File: src/pccr_pkg.sv
// register map, field layout, reset values and timing counts for the
// transceiver configuration/control register bank.
// assumes one 100 MHz clock; used by pccr_top and pccr_xover through pccr_pkg::
package pccr_pkg;
    // register indices as printed; byte address is four times the index
    localparam logic [5:0] CONFIG_THREE_IDX = 6'h1e;
    localparam logic [5:0] SRST_IDX = 6'h1f;
    localparam logic [5:0] TMCH_IDX = 6'h25;
    localparam logic [5:0] RXTM_IDX = 6'h2c;
    localparam logic [5:0] LINK_IDX = 6'h30;
    localparam logic [5:0] IRQS_IDX = 6'h31;
    localparam logic [5:0] IRQM_IDX = 6'h32;
    // config_three fields
    localparam int EXT_FD_BIT = 11;
    localparam int ROBUST_BIT = 9;
    localparam int QUICK_BIT = 8;
    localparam int IRQ_OE_BIT = 7;
    localparam int FORCE_IRQ_BIT = 6;
    localparam int CT_FAIL_BIT = 2;
    localparam int CT_DONE_BIT = 1;
    localparam int CT_START_BIT = 0;
    localparam logic [15:0] CONFIG_THREE_WMASK = 16'h0bc0;
    // soft_reset_control fields
    localparam int FULL_RST_BIT = 15;
    localparam int RESTART_BIT = 14;
    // test_channel_control fields
    localparam logic [15:0] TMCH_RESET = 16'h0400;
    localparam logic [15:0] TMCH_WMASK = 16'hffe0;
    localparam int TM_ALL_BIT = 7;
    // robust crossover timer register
    localparam logic [15:0] RXTM_RESET = 16'h141f;
    localparam int TIMER_STEP_MS = 32;
    localparam int CLK_MHZ = 100;
    localparam int CYC_PER_MS = CLK_MHZ * 1000;
    // cable test and restart durations
    localparam int CT_RUN_CYCLES = 1000;
    localparam int RESTART_CYCLES = 16;
    // status register bits: test done, test failed, link settled
    localparam int EV_CT_DONE = 0;
    localparam int EV_CT_FAIL = 1;
    localparam int EV_XOVER = 2;
    localparam logic [2:0] EV_MASK_RESET = 3'h0;
    typedef enum logic [1:0]
    {
        CT_IDLE = 2'b00,
        CT_RUN = 2'b01,
        CT_EVAL = 2'b10
    } pccr_ct_state_t;
endpackage

File: src/pccr_tick_div.sv
// divider making a one-cycle pulse every DIV cycles.
// assumes core_clk and a synchronous active-high clear.
`timescale 1ns/1ps
module pccr_tick_div
#(
    parameter int DIV = 100000
)
(
    input wire logic core_clk,
    input wire logic clr,
    output logic tick
);
    logic [31:0] cnt_q;
    wire logic atEnd = (cnt_q == 32'(DIV - 1));
    always_ff @(posedge core_clk)
    begin
        if (clr || atEnd)
            cnt_q <= 32'h0;
        else
            cnt_q <= cnt_q + 32'h1;
    end
    always_ff @(posedge core_clk)
    begin
        if (clr)
            tick <= 1'b0;
        else
            tick <= atEnd;
    end
endmodule

File: src/pccr_top.sv
// register bank for transceiver configuration, soft reset, test channel
// select and robust crossover timer, on an avalon-mm slave.
// assumes one 100 MHz clock and synchronous active-high sys_rst;
// link and pin inputs are asynchronous and are synchronised here.
`timescale 1ns/1ps
// Functional notes
// - extended duplex forces full against forced-100 partner
// - without it, standard duplex resolution applies
// - robust mode resolves crossover in unsupported cases
// - quick mode shortens crossover when both forced
// - select bit makes shared pin interrupt output
// - force bit asserts interrupt pin whenever the select bit is set
// - reserved bits ignore writes, read zero
// - start launches cable test; done low while running
// - failed flag shows last test failure
// - full reset clears everything, then self-clears
// - restart keeps registers, then self-clears
// - select bit seven drives all four channels
// - bits six-five pick single test channel
// - timer code sets period in 32 ms steps
module pccr_top
#(
    parameter int MS_CYCLES = pccr_pkg::CYC_PER_MS,
    parameter int CT_CYCLES = pccr_pkg::CT_RUN_CYCLES
)
(
    input wire logic core_clk,
    input wire logic sys_rst,
    input wire logic [7:0] avs_address,
    input wire logic avs_read,
    input wire logic avs_write,
    input wire logic [31:0] avs_writedata,
    input wire logic [3:0] avs_byteenable,
    output logic [31:0] avs_readdata,
    output logic avs_waitrequest,
    output logic avs_response_err,
    input wire logic irqOrPowerdownIn,
    output logic irqOrPowerdownOut,
    output logic irqOrPowerdownOe,
    output logic powerDown,
    input wire logic cableFault,
    input wire logic selfAutoNeg,
    input wire logic partnerForced100,
    input wire logic partnerFullDuplex,
    input wire logic energySeen,
    input wire logic [2:0] irqSources,
    output logic [3:0] testChannelEn,
    output logic mdixSel,
    output logic fullDuplex,
    output logic phyRestart,
    output logic irq
);
    // input synchronisers: first stage feeds only the second
    logic [7:0] syncA_q;
    logic [7:0] syncB_q;
    wire logic [7:0] rawIn = {irqSources, energySeen, partnerFullDuplex,
        partnerForced100, cableFault, irqOrPowerdownIn};
    always_ff @(posedge core_clk)
    begin
        syncA_q <= rawIn;
        syncB_q <= syncA_q;
    end
    wire logic pinInS = syncB_q[0];
    wire logic faultS = syncB_q[1];
    wire logic pF100S = syncB_q[2];
    wire logic pFdS = syncB_q[3];
    wire logic energyS = syncB_q[4];
    wire logic [2:0] srcS = syncB_q[7:5];
    logic selfAnA_q;
    logic selfAnS_q;
    always_ff @(posedge core_clk)
    begin
        selfAnA_q <= selfAutoNeg;
        selfAnS_q <= selfAnA_q;
    end

    // soft full reset acts as a synchronous reset of the whole bank
    logic fullRst_q;
    wire logic rst = sys_rst || fullRst_q;

    // bus decode: byte address is four times the register index
    wire logic access = avs_read || avs_write;
    wire logic [5:0] idx = avs_address[7:2];
    wire logic hitCfg3 = (idx == pccr_pkg::CONFIG_THREE_IDX);
    wire logic hitSrst = (idx == pccr_pkg::SRST_IDX);
    wire logic hitTmch = (idx == pccr_pkg::TMCH_IDX);
    wire logic hitRxtm = (idx == pccr_pkg::RXTM_IDX);
    wire logic hitStat = (idx == pccr_pkg::IRQS_IDX);
    wire logic hitMask = (idx == pccr_pkg::IRQM_IDX);
    wire logic hitLink = (idx == pccr_pkg::LINK_IDX);
    wire logic mapped = hitCfg3 || hitSrst || hitTmch || hitRxtm ||
        hitStat || hitMask || hitLink;
    // one wait cycle: request accepted on the edge after waitrequest drops
    logic ack_q;
    wire logic take = access && ack_q;
    wire logic wr = take && avs_write;

    function automatic logic [15:0] merge16(input logic [15:0] old,
        input logic [31:0] wd, input logic [3:0] be, input logic [15:0] m);
        logic [15:0] bytes;
        bytes = {be[1] ? wd[15:8] : old[15:8], be[0] ? wd[7:0] : old[7:0]};
        merge16 = (bytes & m) | (old & ~m);
    endfunction

    // config_three writable bits; reserved and status bits kept out
    logic [15:0] config_three_q;
    wire logic [15:0] cfg3Wr = merge16(config_three_q, avs_writedata,
        avs_byteenable, pccr_pkg::CONFIG_THREE_WMASK);
    always_ff @(posedge core_clk)
    begin
        if (rst)
            config_three_q <= 16'h0;
        else if (wr && hitCfg3)
            config_three_q <= cfg3Wr;
    end
    wire logic extFd = config_three_q[pccr_pkg::EXT_FD_BIT];
    wire logic robustEn = config_three_q[pccr_pkg::ROBUST_BIT];
    wire logic quickEn = config_three_q[pccr_pkg::QUICK_BIT];
    wire logic irqOe = config_three_q[pccr_pkg::IRQ_OE_BIT];
    wire logic forceIrq = config_three_q[pccr_pkg::FORCE_IRQ_BIT];
    wire logic ctLaunch = wr && hitCfg3 && avs_byteenable[0] &&
        avs_writedata[pccr_pkg::CT_START_BIT];

    logic [15:0] tmch_q;
    always_ff @(posedge core_clk)
    begin
        if (rst)
            tmch_q <= pccr_pkg::TMCH_RESET;
        else if (wr && hitTmch)
            tmch_q <= merge16(tmch_q, avs_writedata, avs_byteenable,
                pccr_pkg::TMCH_WMASK);
    end
    logic [15:0] rxtm_q;
    always_ff @(posedge core_clk)
    begin
        if (rst)
            rxtm_q <= pccr_pkg::RXTM_RESET;
        else if (wr && hitRxtm)
            rxtm_q <= merge16(rxtm_q, avs_writedata, avs_byteenable,
                16'hffff);
    end

    // soft reset bits: pulse then clear; restart holds for a fixed time
    wire logic srstWr = wr && hitSrst && avs_byteenable[1];
    logic [4:0] restartCnt_q;
    always_ff @(posedge core_clk)
    begin
        if (sys_rst || fullRst_q)
            fullRst_q <= 1'b0;
        else
            fullRst_q <= srstWr && avs_writedata[pccr_pkg::FULL_RST_BIT];
    end
    always_ff @(posedge core_clk)
    begin
        if (rst)
            restartCnt_q <= 5'h0;
        else if (srstWr && avs_writedata[pccr_pkg::RESTART_BIT])
            restartCnt_q <= 5'(pccr_pkg::RESTART_CYCLES);
        else if (restartCnt_q != 5'h0)
            restartCnt_q <= restartCnt_q - 5'h1;
    end
    wire logic restarting = (restartCnt_q != 5'h0);
    always_ff @(posedge core_clk)
    begin
        if (rst)
            phyRestart <= 1'b0;
        else
            phyRestart <= restarting;
    end
    // restart clears datapath state only; register bits stay untouched
    wire logic coreClr = rst || restarting;

    // cable test sequencer
    pccr_pkg::pccr_ct_state_t ctState_q;
    logic [15:0] ctCnt_q;
    logic ctFail_q;
    logic ctFaultSeen_q;
    always_ff @(posedge core_clk)
    begin
        if (coreClr)
            ctState_q <= pccr_pkg::CT_IDLE;
        else
            unique case (ctState_q)
                pccr_pkg::CT_IDLE:
                    if (ctLaunch)
                        ctState_q <= pccr_pkg::CT_RUN;
                pccr_pkg::CT_RUN:
                    if (ctCnt_q == 16'(CT_CYCLES - 1))
                        ctState_q <= pccr_pkg::CT_EVAL;
                pccr_pkg::CT_EVAL:
                    ctState_q <= pccr_pkg::CT_IDLE;
                default:
                    ctState_q <= pccr_pkg::CT_IDLE;
            endcase
    end
    always_ff @(posedge core_clk)
    begin
        if (coreClr || ctState_q != pccr_pkg::CT_RUN)
            ctCnt_q <= 16'h0;
        else
            ctCnt_q <= ctCnt_q + 16'h1;
    end
    always_ff @(posedge core_clk)
    begin
        if (coreClr || ctLaunch)
            ctFaultSeen_q <= 1'b0;
        else if (ctState_q == pccr_pkg::CT_RUN && faultS)
            ctFaultSeen_q <= 1'b1;
    end
    always_ff @(posedge core_clk)
    begin
        if (coreClr)
            ctFail_q <= 1'b0;
        else if (ctLaunch && ctState_q == pccr_pkg::CT_IDLE)
            ctFail_q <= 1'b0;
        else if (ctState_q == pccr_pkg::CT_EVAL)
            ctFail_q <= ctFaultSeen_q;
    end
    // done reads low from the launch edge until evaluation ends
    wire logic ctDone = (ctState_q == pccr_pkg::CT_IDLE);
    wire logic ctEnd = (ctState_q == pccr_pkg::CT_EVAL);

    // crossover and duplex engine
    logic xSettled;
    pccr_xover #(.MS_CYCLES(MS_CYCLES)) xover
    (
        .core_clk(core_clk),
        .clr(coreClr),
        .robustEn(robustEn),
        .quickEn(quickEn),
        .timerCode(rxtm_q[3:0]),
        .selfAutoNeg(selfAnS_q),
        .partnerForced100(pF100S),
        .partnerFullDuplex(pFdS),
        .extFd(extFd),
        .energySeen(energyS),
        .mdixSel(mdixSel),
        .fullDuplex(fullDuplex),
        .settled(xSettled)
    );
    logic xSettledD_q;
    always_ff @(posedge core_clk)
    begin
        if (rst)
            xSettledD_q <= 1'b0;
        else
            xSettledD_q <= xSettled;
    end

    // sticky status, write one to clear; a new event wins over the clear
    logic [2:0] irqStat_q;
    logic [2:0] irqMask_q;
    wire logic [2:0] evNow = {xSettled && !xSettledD_q,
        ctEnd && ctFaultSeen_q, ctEnd};
    wire logic [2:0] w1c = (wr && hitStat && avs_byteenable[0])
        ? avs_writedata[2:0] : 3'h0;
    always_ff @(posedge core_clk)
    begin
        if (rst)
            irqStat_q <= 3'h0;
        else
            irqStat_q <= (irqStat_q & ~w1c) | evNow;
    end
    always_ff @(posedge core_clk)
    begin
        if (rst)
            irqMask_q <= pccr_pkg::EV_MASK_RESET;
        else if (wr && hitMask && avs_byteenable[0])
            irqMask_q <= avs_writedata[2:0];
    end
    wire logic anyIrq = |(irqStat_q & irqMask_q) || |srcS;
    always_ff @(posedge core_clk)
    begin
        if (rst)
            irq <= 1'b0;
        else
            irq <= |(irqStat_q & irqMask_q);
    end

    // shared pin: open-drain active-low interrupt or power-down input
    always_ff @(posedge core_clk)
    begin
        if (rst)
        begin
            irqOrPowerdownOe <= 1'b0;
            irqOrPowerdownOut <= 1'b0;
            powerDown <= 1'b0;
        end
        else
        begin
            irqOrPowerdownOe <= irqOe && (forceIrq || anyIrq);
            irqOrPowerdownOut <= 1'b0;
            powerDown <= !irqOe && !pinInS;
        end
    end

    // test channel enables
    wire logic [3:0] oneCh = 4'h1 << tmch_q[6:5];
    always_ff @(posedge core_clk)
    begin
        if (rst)
            testChannelEn <= 4'h0;
        else
            testChannelEn <= tmch_q[pccr_pkg::TM_ALL_BIT] ? 4'hf : oneCh;
    end

    // read mux; reserved bits come back as zero
    wire logic [15:0] cfg3Rd = config_three_q | {13'h0, ctFail_q, ctDone, 1'b0};
    wire logic [15:0] linkRd = {13'h0, xSettled, fullDuplex, mdixSel};
    wire logic [15:0] rdMux = hitCfg3 ? cfg3Rd
        : hitTmch ? tmch_q
        : hitRxtm ? rxtm_q
        : hitStat ? {13'h0, irqStat_q}
        : hitMask ? {13'h0, irqMask_q}
        : hitLink ? linkRd
        : 16'h0;
    always_ff @(posedge core_clk)
    begin
        if (sys_rst)
        begin
            ack_q <= 1'b0;
            avs_readdata <= 32'h0;
            avs_response_err <= 1'b0;
        end
        else
        begin
            ack_q <= access && !ack_q;
            if (access && !ack_q)
            begin
                avs_readdata <= avs_read ? {16'h0, rdMux} : 32'h0;
                avs_response_err <= !mapped;
            end
        end
    end
    always_ff @(posedge core_clk)
    begin
        if (sys_rst)
            avs_waitrequest <= 1'b1;
        else
            avs_waitrequest <= !(access && !ack_q);
    end
endmodule

File: src/pccr_xover.sv
// crossover and duplex resolution engine: on each timer expiry it flips
// the mdi/mdix choice until a link indication arrives.
// assumes link inputs already synchronised to core_clk.
`timescale 1ns/1ps
module pccr_xover
#(
    parameter int MS_CYCLES = pccr_pkg::CYC_PER_MS
)
(
    input wire logic core_clk,
    input wire logic clr,
    input wire logic robustEn,
    input wire logic quickEn,
    input wire logic [3:0] timerCode,
    input wire logic selfAutoNeg,
    input wire logic partnerForced100,
    input wire logic partnerFullDuplex,
    input wire logic extFd,
    input wire logic energySeen,
    output logic mdixSel,
    output logic fullDuplex,
    output logic settled
);
    logic msTick;
    logic [8:0] msCnt_q;
    pccr_tick_div #(.DIV(MS_CYCLES)) msDiv
    (
        .core_clk(core_clk),
        .clr(clr),
        .tick(msTick)
    );
    // robust timer length: (code+1) steps of 32 ms; quick mode uses 1 step
    wire logic [8:0] periodMs = robustEn
        ? 9'((timerCode + 5'h1) * pccr_pkg::TIMER_STEP_MS)
        : (quickEn ? 9'(pccr_pkg::TIMER_STEP_MS)
                   : 9'(pccr_pkg::TIMER_STEP_MS * 2));
    // a forced-100 partner against local autoneg deadlocks without robust mode
    wire logic unsupported = partnerForced100 && selfAutoNeg;
    wire logic canHunt = robustEn || !unsupported;
    wire logic expire = msTick && (msCnt_q >= periodMs - 9'h1);
    always_ff @(posedge core_clk)
    begin
        if (clr || settled || !canHunt || expire)
            msCnt_q <= 9'h0;
        else if (msTick)
            msCnt_q <= msCnt_q + 9'h1;
    end
    always_ff @(posedge core_clk)
    begin
        if (clr)
            mdixSel <= 1'b0;
        else if (!settled && canHunt && expire)
            mdixSel <= !mdixSel;
    end
    always_ff @(posedge core_clk)
    begin
        if (clr)
            settled <= 1'b0;
        else
            settled <= energySeen;
    end
    // extended duplex forces full against a forced-100 partner
    wire logic fdNext = (extFd && partnerForced100) ? 1'b1
        : (partnerForced100 ? partnerFullDuplex && !selfAutoNeg
                            : partnerFullDuplex);
    always_ff @(posedge core_clk)
    begin
        if (clr)
            fullDuplex <= 1'b0;
        else
            fullDuplex <= fdNext;
    end
endmodule

File: config.mk
export PLATFORM = sky130hd
export DESIGN_NAME = pccr_top
export DESIGN_NICKNAME = d
export VERILOG_FILES = /design/src/pccr_pkg.sv /design/src/pccr_tick_div.sv /design/src/pccr_top.sv /design/src/pccr_xover.sv
export SDC_FILE = /design/constraint.sdc
export NUM_CORES = 1
export LEC_CHECK = 0
export BUFFER_PORTS_ARGS = -buffer_cell sky130_fd_sc_hd__buf_4
export CORE_MARGIN = 1
export CORE_UTILIZATION = 40
export CTS_BUF_LIST = sky130_fd_sc_hd__clkbuf_4 sky130_fd_sc_hd__clkbuf_8
export CTS_CLUSTER_DIAMETER = 40
export CTS_CLUSTER_SIZE = 10
export DETAILED_ROUTE_END_ITERATION = 16
export GPL_ROUTABILITY_DRIVEN = 0
export GPL_TIMING_DRIVEN = 0
export PLACE_DENSITY = 0.67
export REMOVE_ABC_BUFFERS = 1
export SETUP_SLACK_MARGIN = 0.2
export SYNTH_ARGS = -nofsm -noshare
export SYNTH_HDL_FRONTEND = slang
export SYNTH_SLANG_ARGS = --single-unit
File: constraint.sdc
create_clock -name core_clk -period 8.7 [get_ports core_clk]
set_input_delay 0.435 -clock core_clk [delete_from_list [all_inputs] [get_ports core_clk]]
set_output_delay 0.435 -clock core_clk [all_outputs]
set_load 0.005 [all_outputs]
# After elaboration in Yosys (flattened, before gate mapping)
# Index checks and enable logic that the tools add are counted.
# word_totals
output_inout_bits	45
ff_bits	187
# classes
n_eq_ne	14
shift	1
reduce_logical	67
n_mux	22
order_cmp	1
bitwise	7
addsub	6
# op_table
cell	count
2-to-1 mux 16 bit	4
adder 32 x 1 -> 32 bit (second input constant)	1
== test 32 x 17 -> 1 bit (second input constant)	1
== test 6 bit (second input constant)	5
logical AND 1 bit	28
2-to-1 mux 8 bit	3
logical OR 1 bit	18
adder 16 x 1 -> 16 bit (second input constant)	1
== test 16 x 10 -> 1 bit (second input constant)	1
OR 12 x 16 -> 16 bit	1
OR 16 x 3 -> 16 bit	1
OR 16 x 5 -> 16 bit	1
== test 6 x 5 -> 1 bit (second input constant)	2
2-to-1 mux 3 bit	4
zero test 1 bit	11
2-to-1 mux 5 bit	2
adder 9 x 1 -> 9 bit (second input constant)	1
>= comparator 9 bit	1
2-to-1 mux 9 bit	1
subtractor 9 x 1 -> 9 bit (second input constant)	1
2-to-1 mux 4 bit	2
2-to-1 mux 7 bit	1
AND 3 bit	2
AND reduction 2 bit	3
other kinds (17)	22

# Depth between registers and ports, before layout
# depth
word_depth	9
ltp_mapped	10
depth_no_buf	10

# Hierarchy
# A second synthesis with hierarchy kept.
# unflattened
cells_unflattened	719
area_unflattened_um2	6508.7
# modules_own_cells
mod	n_inst	cells_per_inst	area_each_um2
pccr_top	1	453	4232.8
pccr_tick_div	1	179	1536.5
pccr_xover	1	87	739.5

# Least setup slack after synthesis
# Ideal clock, no wire load.
# synth_path
path_kind	flip-flop to flip-flop
start	register rxtm_q[0]
end	register xover.msCnt_q[0]
slack_ps	5859
n_path_buf	0
arrival_time_ps	2700
path_stages_with_launch	11
synth_period_minus_slack_ps	2841
required_time_ps	8558
path_cell_list	dfxtp_1 > ha_1 > or2_2 > a21boi_0 > o21ai_0 > mux2_2 > ha_1 > nand4_1 > or3_1 > a21boi_1 > nor3_1
# synth_between
elab_chain_cells	6
# synth_rtl
element	line	text
start: declaration	pccr_top.sv:133	logic [15:0] rxtm_q;
start signal: assignment	pccr_top.sv:137	rxtm_q <= pccr_pkg::RXTM_RESET;
start signal: assignment	pccr_top.sv:139	rxtm_q <= merge16(rxtm_q, avs_writedata, avs_byteenable,
adder 4 x 1 -> 4 bit	pccr_xover.sv:34	? 9'((timerCode + 5'h1) * pccr_pkg::TIMER_STEP_MS)
2-to-1 mux 9 bit	pccr_xover.sv:34	
subtractor 9 x 1 -> 9 bit	pccr_xover.sv:40	wire logic expire = msTick && (msCnt_q >= periodMs - 9'h1);
>= comparator 9 bit	pccr_xover.sv:40	
logical AND 1 bit	pccr_xover.sv:40	
logical OR 1 bit	pccr_xover.sv:43	if (clr || settled || !canHunt || expire)
end signal: assignment	pccr_xover.sv:46	msCnt_q <= msCnt_q + 9'h1;
end: declaration	pccr_xover.sv:25	logic [8:0] msCnt_q;
# No other way between the ends.
# A chain may end at the register's enable or synchronous reset.

# Worst setup path after layout
# layout_path
start	register rxtm_q[0]
end	register xover.msCnt_q[7]
# Same word-level chain as after synthesis.

==> impl_metrics.env <==
export IMPL_status="finished, final reports clean"
export IMPL_synth_most_common_cell="dfxtp_1"
export IMPL_top_usage_layer="met2"
export IMPL_cts_root_buf="clkbuf_8"
export IMPL_drive_gt1_share_pct=15.0
export IMPL_holdPathStages=1
export IMPL_num_rows=46
export IMPL_ys_ff_latch=155
export IMPL_cp_end_kind="register"
export IMPL_dpl_hpwl_mm=10.1
export IMPL_grt_max_degree=44
export IMPL_cap_viol_max_count=0
export IMPL_clk_latency_ps=450
export IMPL_dieArea_um2=17300
export IMPL_worstSetupPathType="reg -> reg"
export IMPL_peakVddDrop_mv=0.122
export IMPL_ys_warn_count=0
export IMPL_synth_edf_count=0
export IMPL_syn2layout_area_growth_pct=13.8
export IMPL_clock_path_buffers=2
export IMPL_cts_tree="yes"
export IMPL_final_setup_viol_count=0
export IMPL_dp_cells=989
export IMPL_synth_top_area_share_pct=46.3
export IMPL_fmax_mhz=311
export IMPL_p_leak_uw=0.00271
export IMPL_syn_area_um2=6710
export IMPL_routed_via_density=5.33
export IMPL_rsz0062_at_grt="no"
export IMPL_synth_main_ff_cell="dfxtp_1"
export IMPL_grt_pass1_wl_mm=24.7
export IMPL_yosys_area_top_type="dfxtp_1"
export IMPL_grt_overflow=0
export IMPL_postCtsHoldBufs=0
export IMPL_antenna_found_initial=0
export IMPL_finalCriticalPeriod_ps=3220
export IMPL_synth_area_leaders="dfxtp_1 46%, nand2_1 4.2%, nand3_1 3.9%"
export IMPL_worst_slew_pin_slew_ps=1120
export IMPL_routedWlPerCell_um=14.5
export IMPL_cts_setup_buffers=0
export IMPL_drt_iter0_markers=352
export IMPL_async_reset_ff_share_pct=0
export IMPL_final_nets=859
export IMPL_relSlewSlack_pct=25.2
export IMPL_min_to="syncA_q[1]$_DFF_P_"
export IMPL_r2r_start="rxtm_q[0]$_SDFFE_PP1P_"
export IMPL_coreArea_um2=16100
export IMPL_finalHoldViolCount=0
export IMPL_yosysSeqAreaShare_pct=46.3
export IMPL_grt_pass1_vias=5000
export IMPL_first_pass_iters=7
export IMPL_fin_skew_ps=13.6
export IMPL_die_x_um=131
export IMPL_r2r_setup_slack_ps=5480
export IMPL_path_common_cell="ha_1"
export IMPL_vias=5439
export IMPL_io_buffers=64
export IMPL_initial_utilization_pct=41.6
export IMPL_drc=0
export IMPL_slew_viol_final=0
export IMPL_grt_use_met1_pct=23.1
export IMPL_critPathLaunchType="register"
export IMPL_place_area_um2=7220
export IMPL_worst_ep_arrival_time_ps=3520
export IMPL_cts_buffers=17
export IMPL_final_cell_area_um2=7630
export IMPL_rr_worst_depth=10
export IMPL_postLayoutCoreUtil_pct=47.4
export IMPL_period_share_pct=37.0
export IMPL_grt_met2_usage_pct=27.5
export IMPL_crit_required_ps=9010
export IMPL_cpPeakStageDelay_ps=540
export IMPL_synth_cell_types=66
export IMPL_cp_slowest_cell="a21boi_1"
export IMPL_clock_sinks=155
export IMPL_ios=102
export IMPL_grt_usage_pct=17.6
export IMPL_path_clk_slew_ps=90
export IMPL_whs_ps=74.1
export IMPL_r2r_end="xover.msCnt_q[7]$_SDFFE_PP0P_"
export IMPL_htree_num_levels=4
export IMPL_post_cts_resized=0
export IMPL_avgSynthCellArea_um2=8.99
export IMPL_grt_use_met3_pct=4.32
export IMPL_final_cells=1020
export IMPL_hp_start="cableFault"
export IMPL_path_cells="ha_1, or2_2, a21boi_0, o21ai_0, mux2_2, ha_1, nand4_1, or3_1, a21boi_1, nor3_1"
export IMPL_path_max_fanout=9
export IMPL_postSynthCellCount=746
export IMPL_antenna_cells=0
export IMPL_power_density_nw_per_um2=191
export IMPL_wl_mm=14.8
export IMPL_hold_class="in -> reg"
export IMPL_chipHeight_um=131
export IMPL_ant_nets=0
export IMPL_setup_tns_ps=0
export IMPL_synth_common_cells="155 x dfxtp_1, 75 x nand2_1, 56 x nor2_1"
==> cells by family (layout without fill, tap and decap cells) <==
kind of cell	after synthesis	count (layout)	synth area share, %
DFF	155	155	46.3
muxes	21	21	3.17
AOI/OAI and AO/OA	135	135	13.2
and+or+nand+nor	325	325	26.2
buffers and inverters	68	110	5.21
other	1	17	0.0559
xor gates and xnor gates	31	31	4.05
adders and majority gates	10	10	1.87
==> through the flow <==
stage	worst slack, ps	power, uW
global placement	5500	932
global route	5200	1530
floorplan	5860	873
CTS	5450	1480
finish	5480	1460
detailed placement	5460	934
==> layout make-up <==
type	instances	area [um^2]
clock buffer	17	234
tap	216	270
clock inverter	14	166
sequential	155	3100
fill	1592	8480
inverter	15	56.3
multi-input combinational	539	3320
timing repair buffer	64	480
==> worst max-delay path: cells and delay by family (launching register included) <==
kind / cells / cell delay, ps
DFF: 1 / 440
AOI/OAI and AO/OA: 3 / 810
and+or+nand+nor: 4 / 890
adders and majority gates: 2 / 650
muxes: 1 / 290
==> report_power, final <==
part           internal (uW)  switching [uW]
Sequential               734            19.7
Combinational           61.5             102
Clock                    259             284
Total                   1050             406
==> routing by layer <==
layer	routed length [um]	share of wire (%)
met2	6800	46
met4	345	2.3
met5	0	0
met1	7010	47
met3	656	4.4
==> registers in the layout, indices dropped and copies added, names as in the netlist, 2 cells and up <==
register	count
rxtm_q	16
xover.msDiv.cnt_q	32
ctState_q	2
testChannelEn	4
xover.msCnt_q	9
irqMask_q	3
ctCnt_q	16
restartCnt_q	5
syncB_q	8
tmch_q	11
config_three_q	5
avs_readdata	16
syncA_q	8
irqStat_q	3
==> cells in the final DEF, fill, tap and decap left out, types with 9 or more instances in the layout <==
cell type,n
nor4_1,10
conb_1,17
xnor2_1,9
dfxtp_1,155
nand4_1,24
o31ai_1,13
and2_1,10
inv_1,15
nand2_1,75
clkinv_4,9
o21ai_0,18
ha_1,10
nor3_1,26
a21oi_1,45
xor2_1,22
a22oi_1,9
and3_1,17
clkbuf_8,17
nand3_1,52
o21ai_1,9
mux2i_1,19
nor2_1,56
buf_4,64
==> worst max path at each step <==
stage                           startpoint                       endpoint  slack (ps)  depth (start not counted)
finish              rxtm_q[0]$_SDFFE_PP1P_  xover.msCnt_q[7]$_SDFFE_PP0P_        5480                         10
CTS                 rxtm_q[0]$_SDFFE_PP1P_  xover.msCnt_q[7]$_SDFFE_PP0P_        5450                         10
floorplan           rxtm_q[0]$_SDFFE_PP1P_  xover.msCnt_q[0]$_SDFFE_PP0P_        5860                         10
global route        rxtm_q[0]$_SDFFE_PP1P_  xover.msCnt_q[6]$_SDFFE_PP0P_        5200                         10
detailed placement  rxtm_q[0]$_SDFFE_PP1P_  xover.msCnt_q[2]$_SDFFE_PP0P_        5460                         10
global placement    rxtm_q[0]$_SDFFE_PP1P_  xover.msCnt_q[0]$_SDFFE_PP0P_        5500                         10
Power figures use the tool's default switching activity.
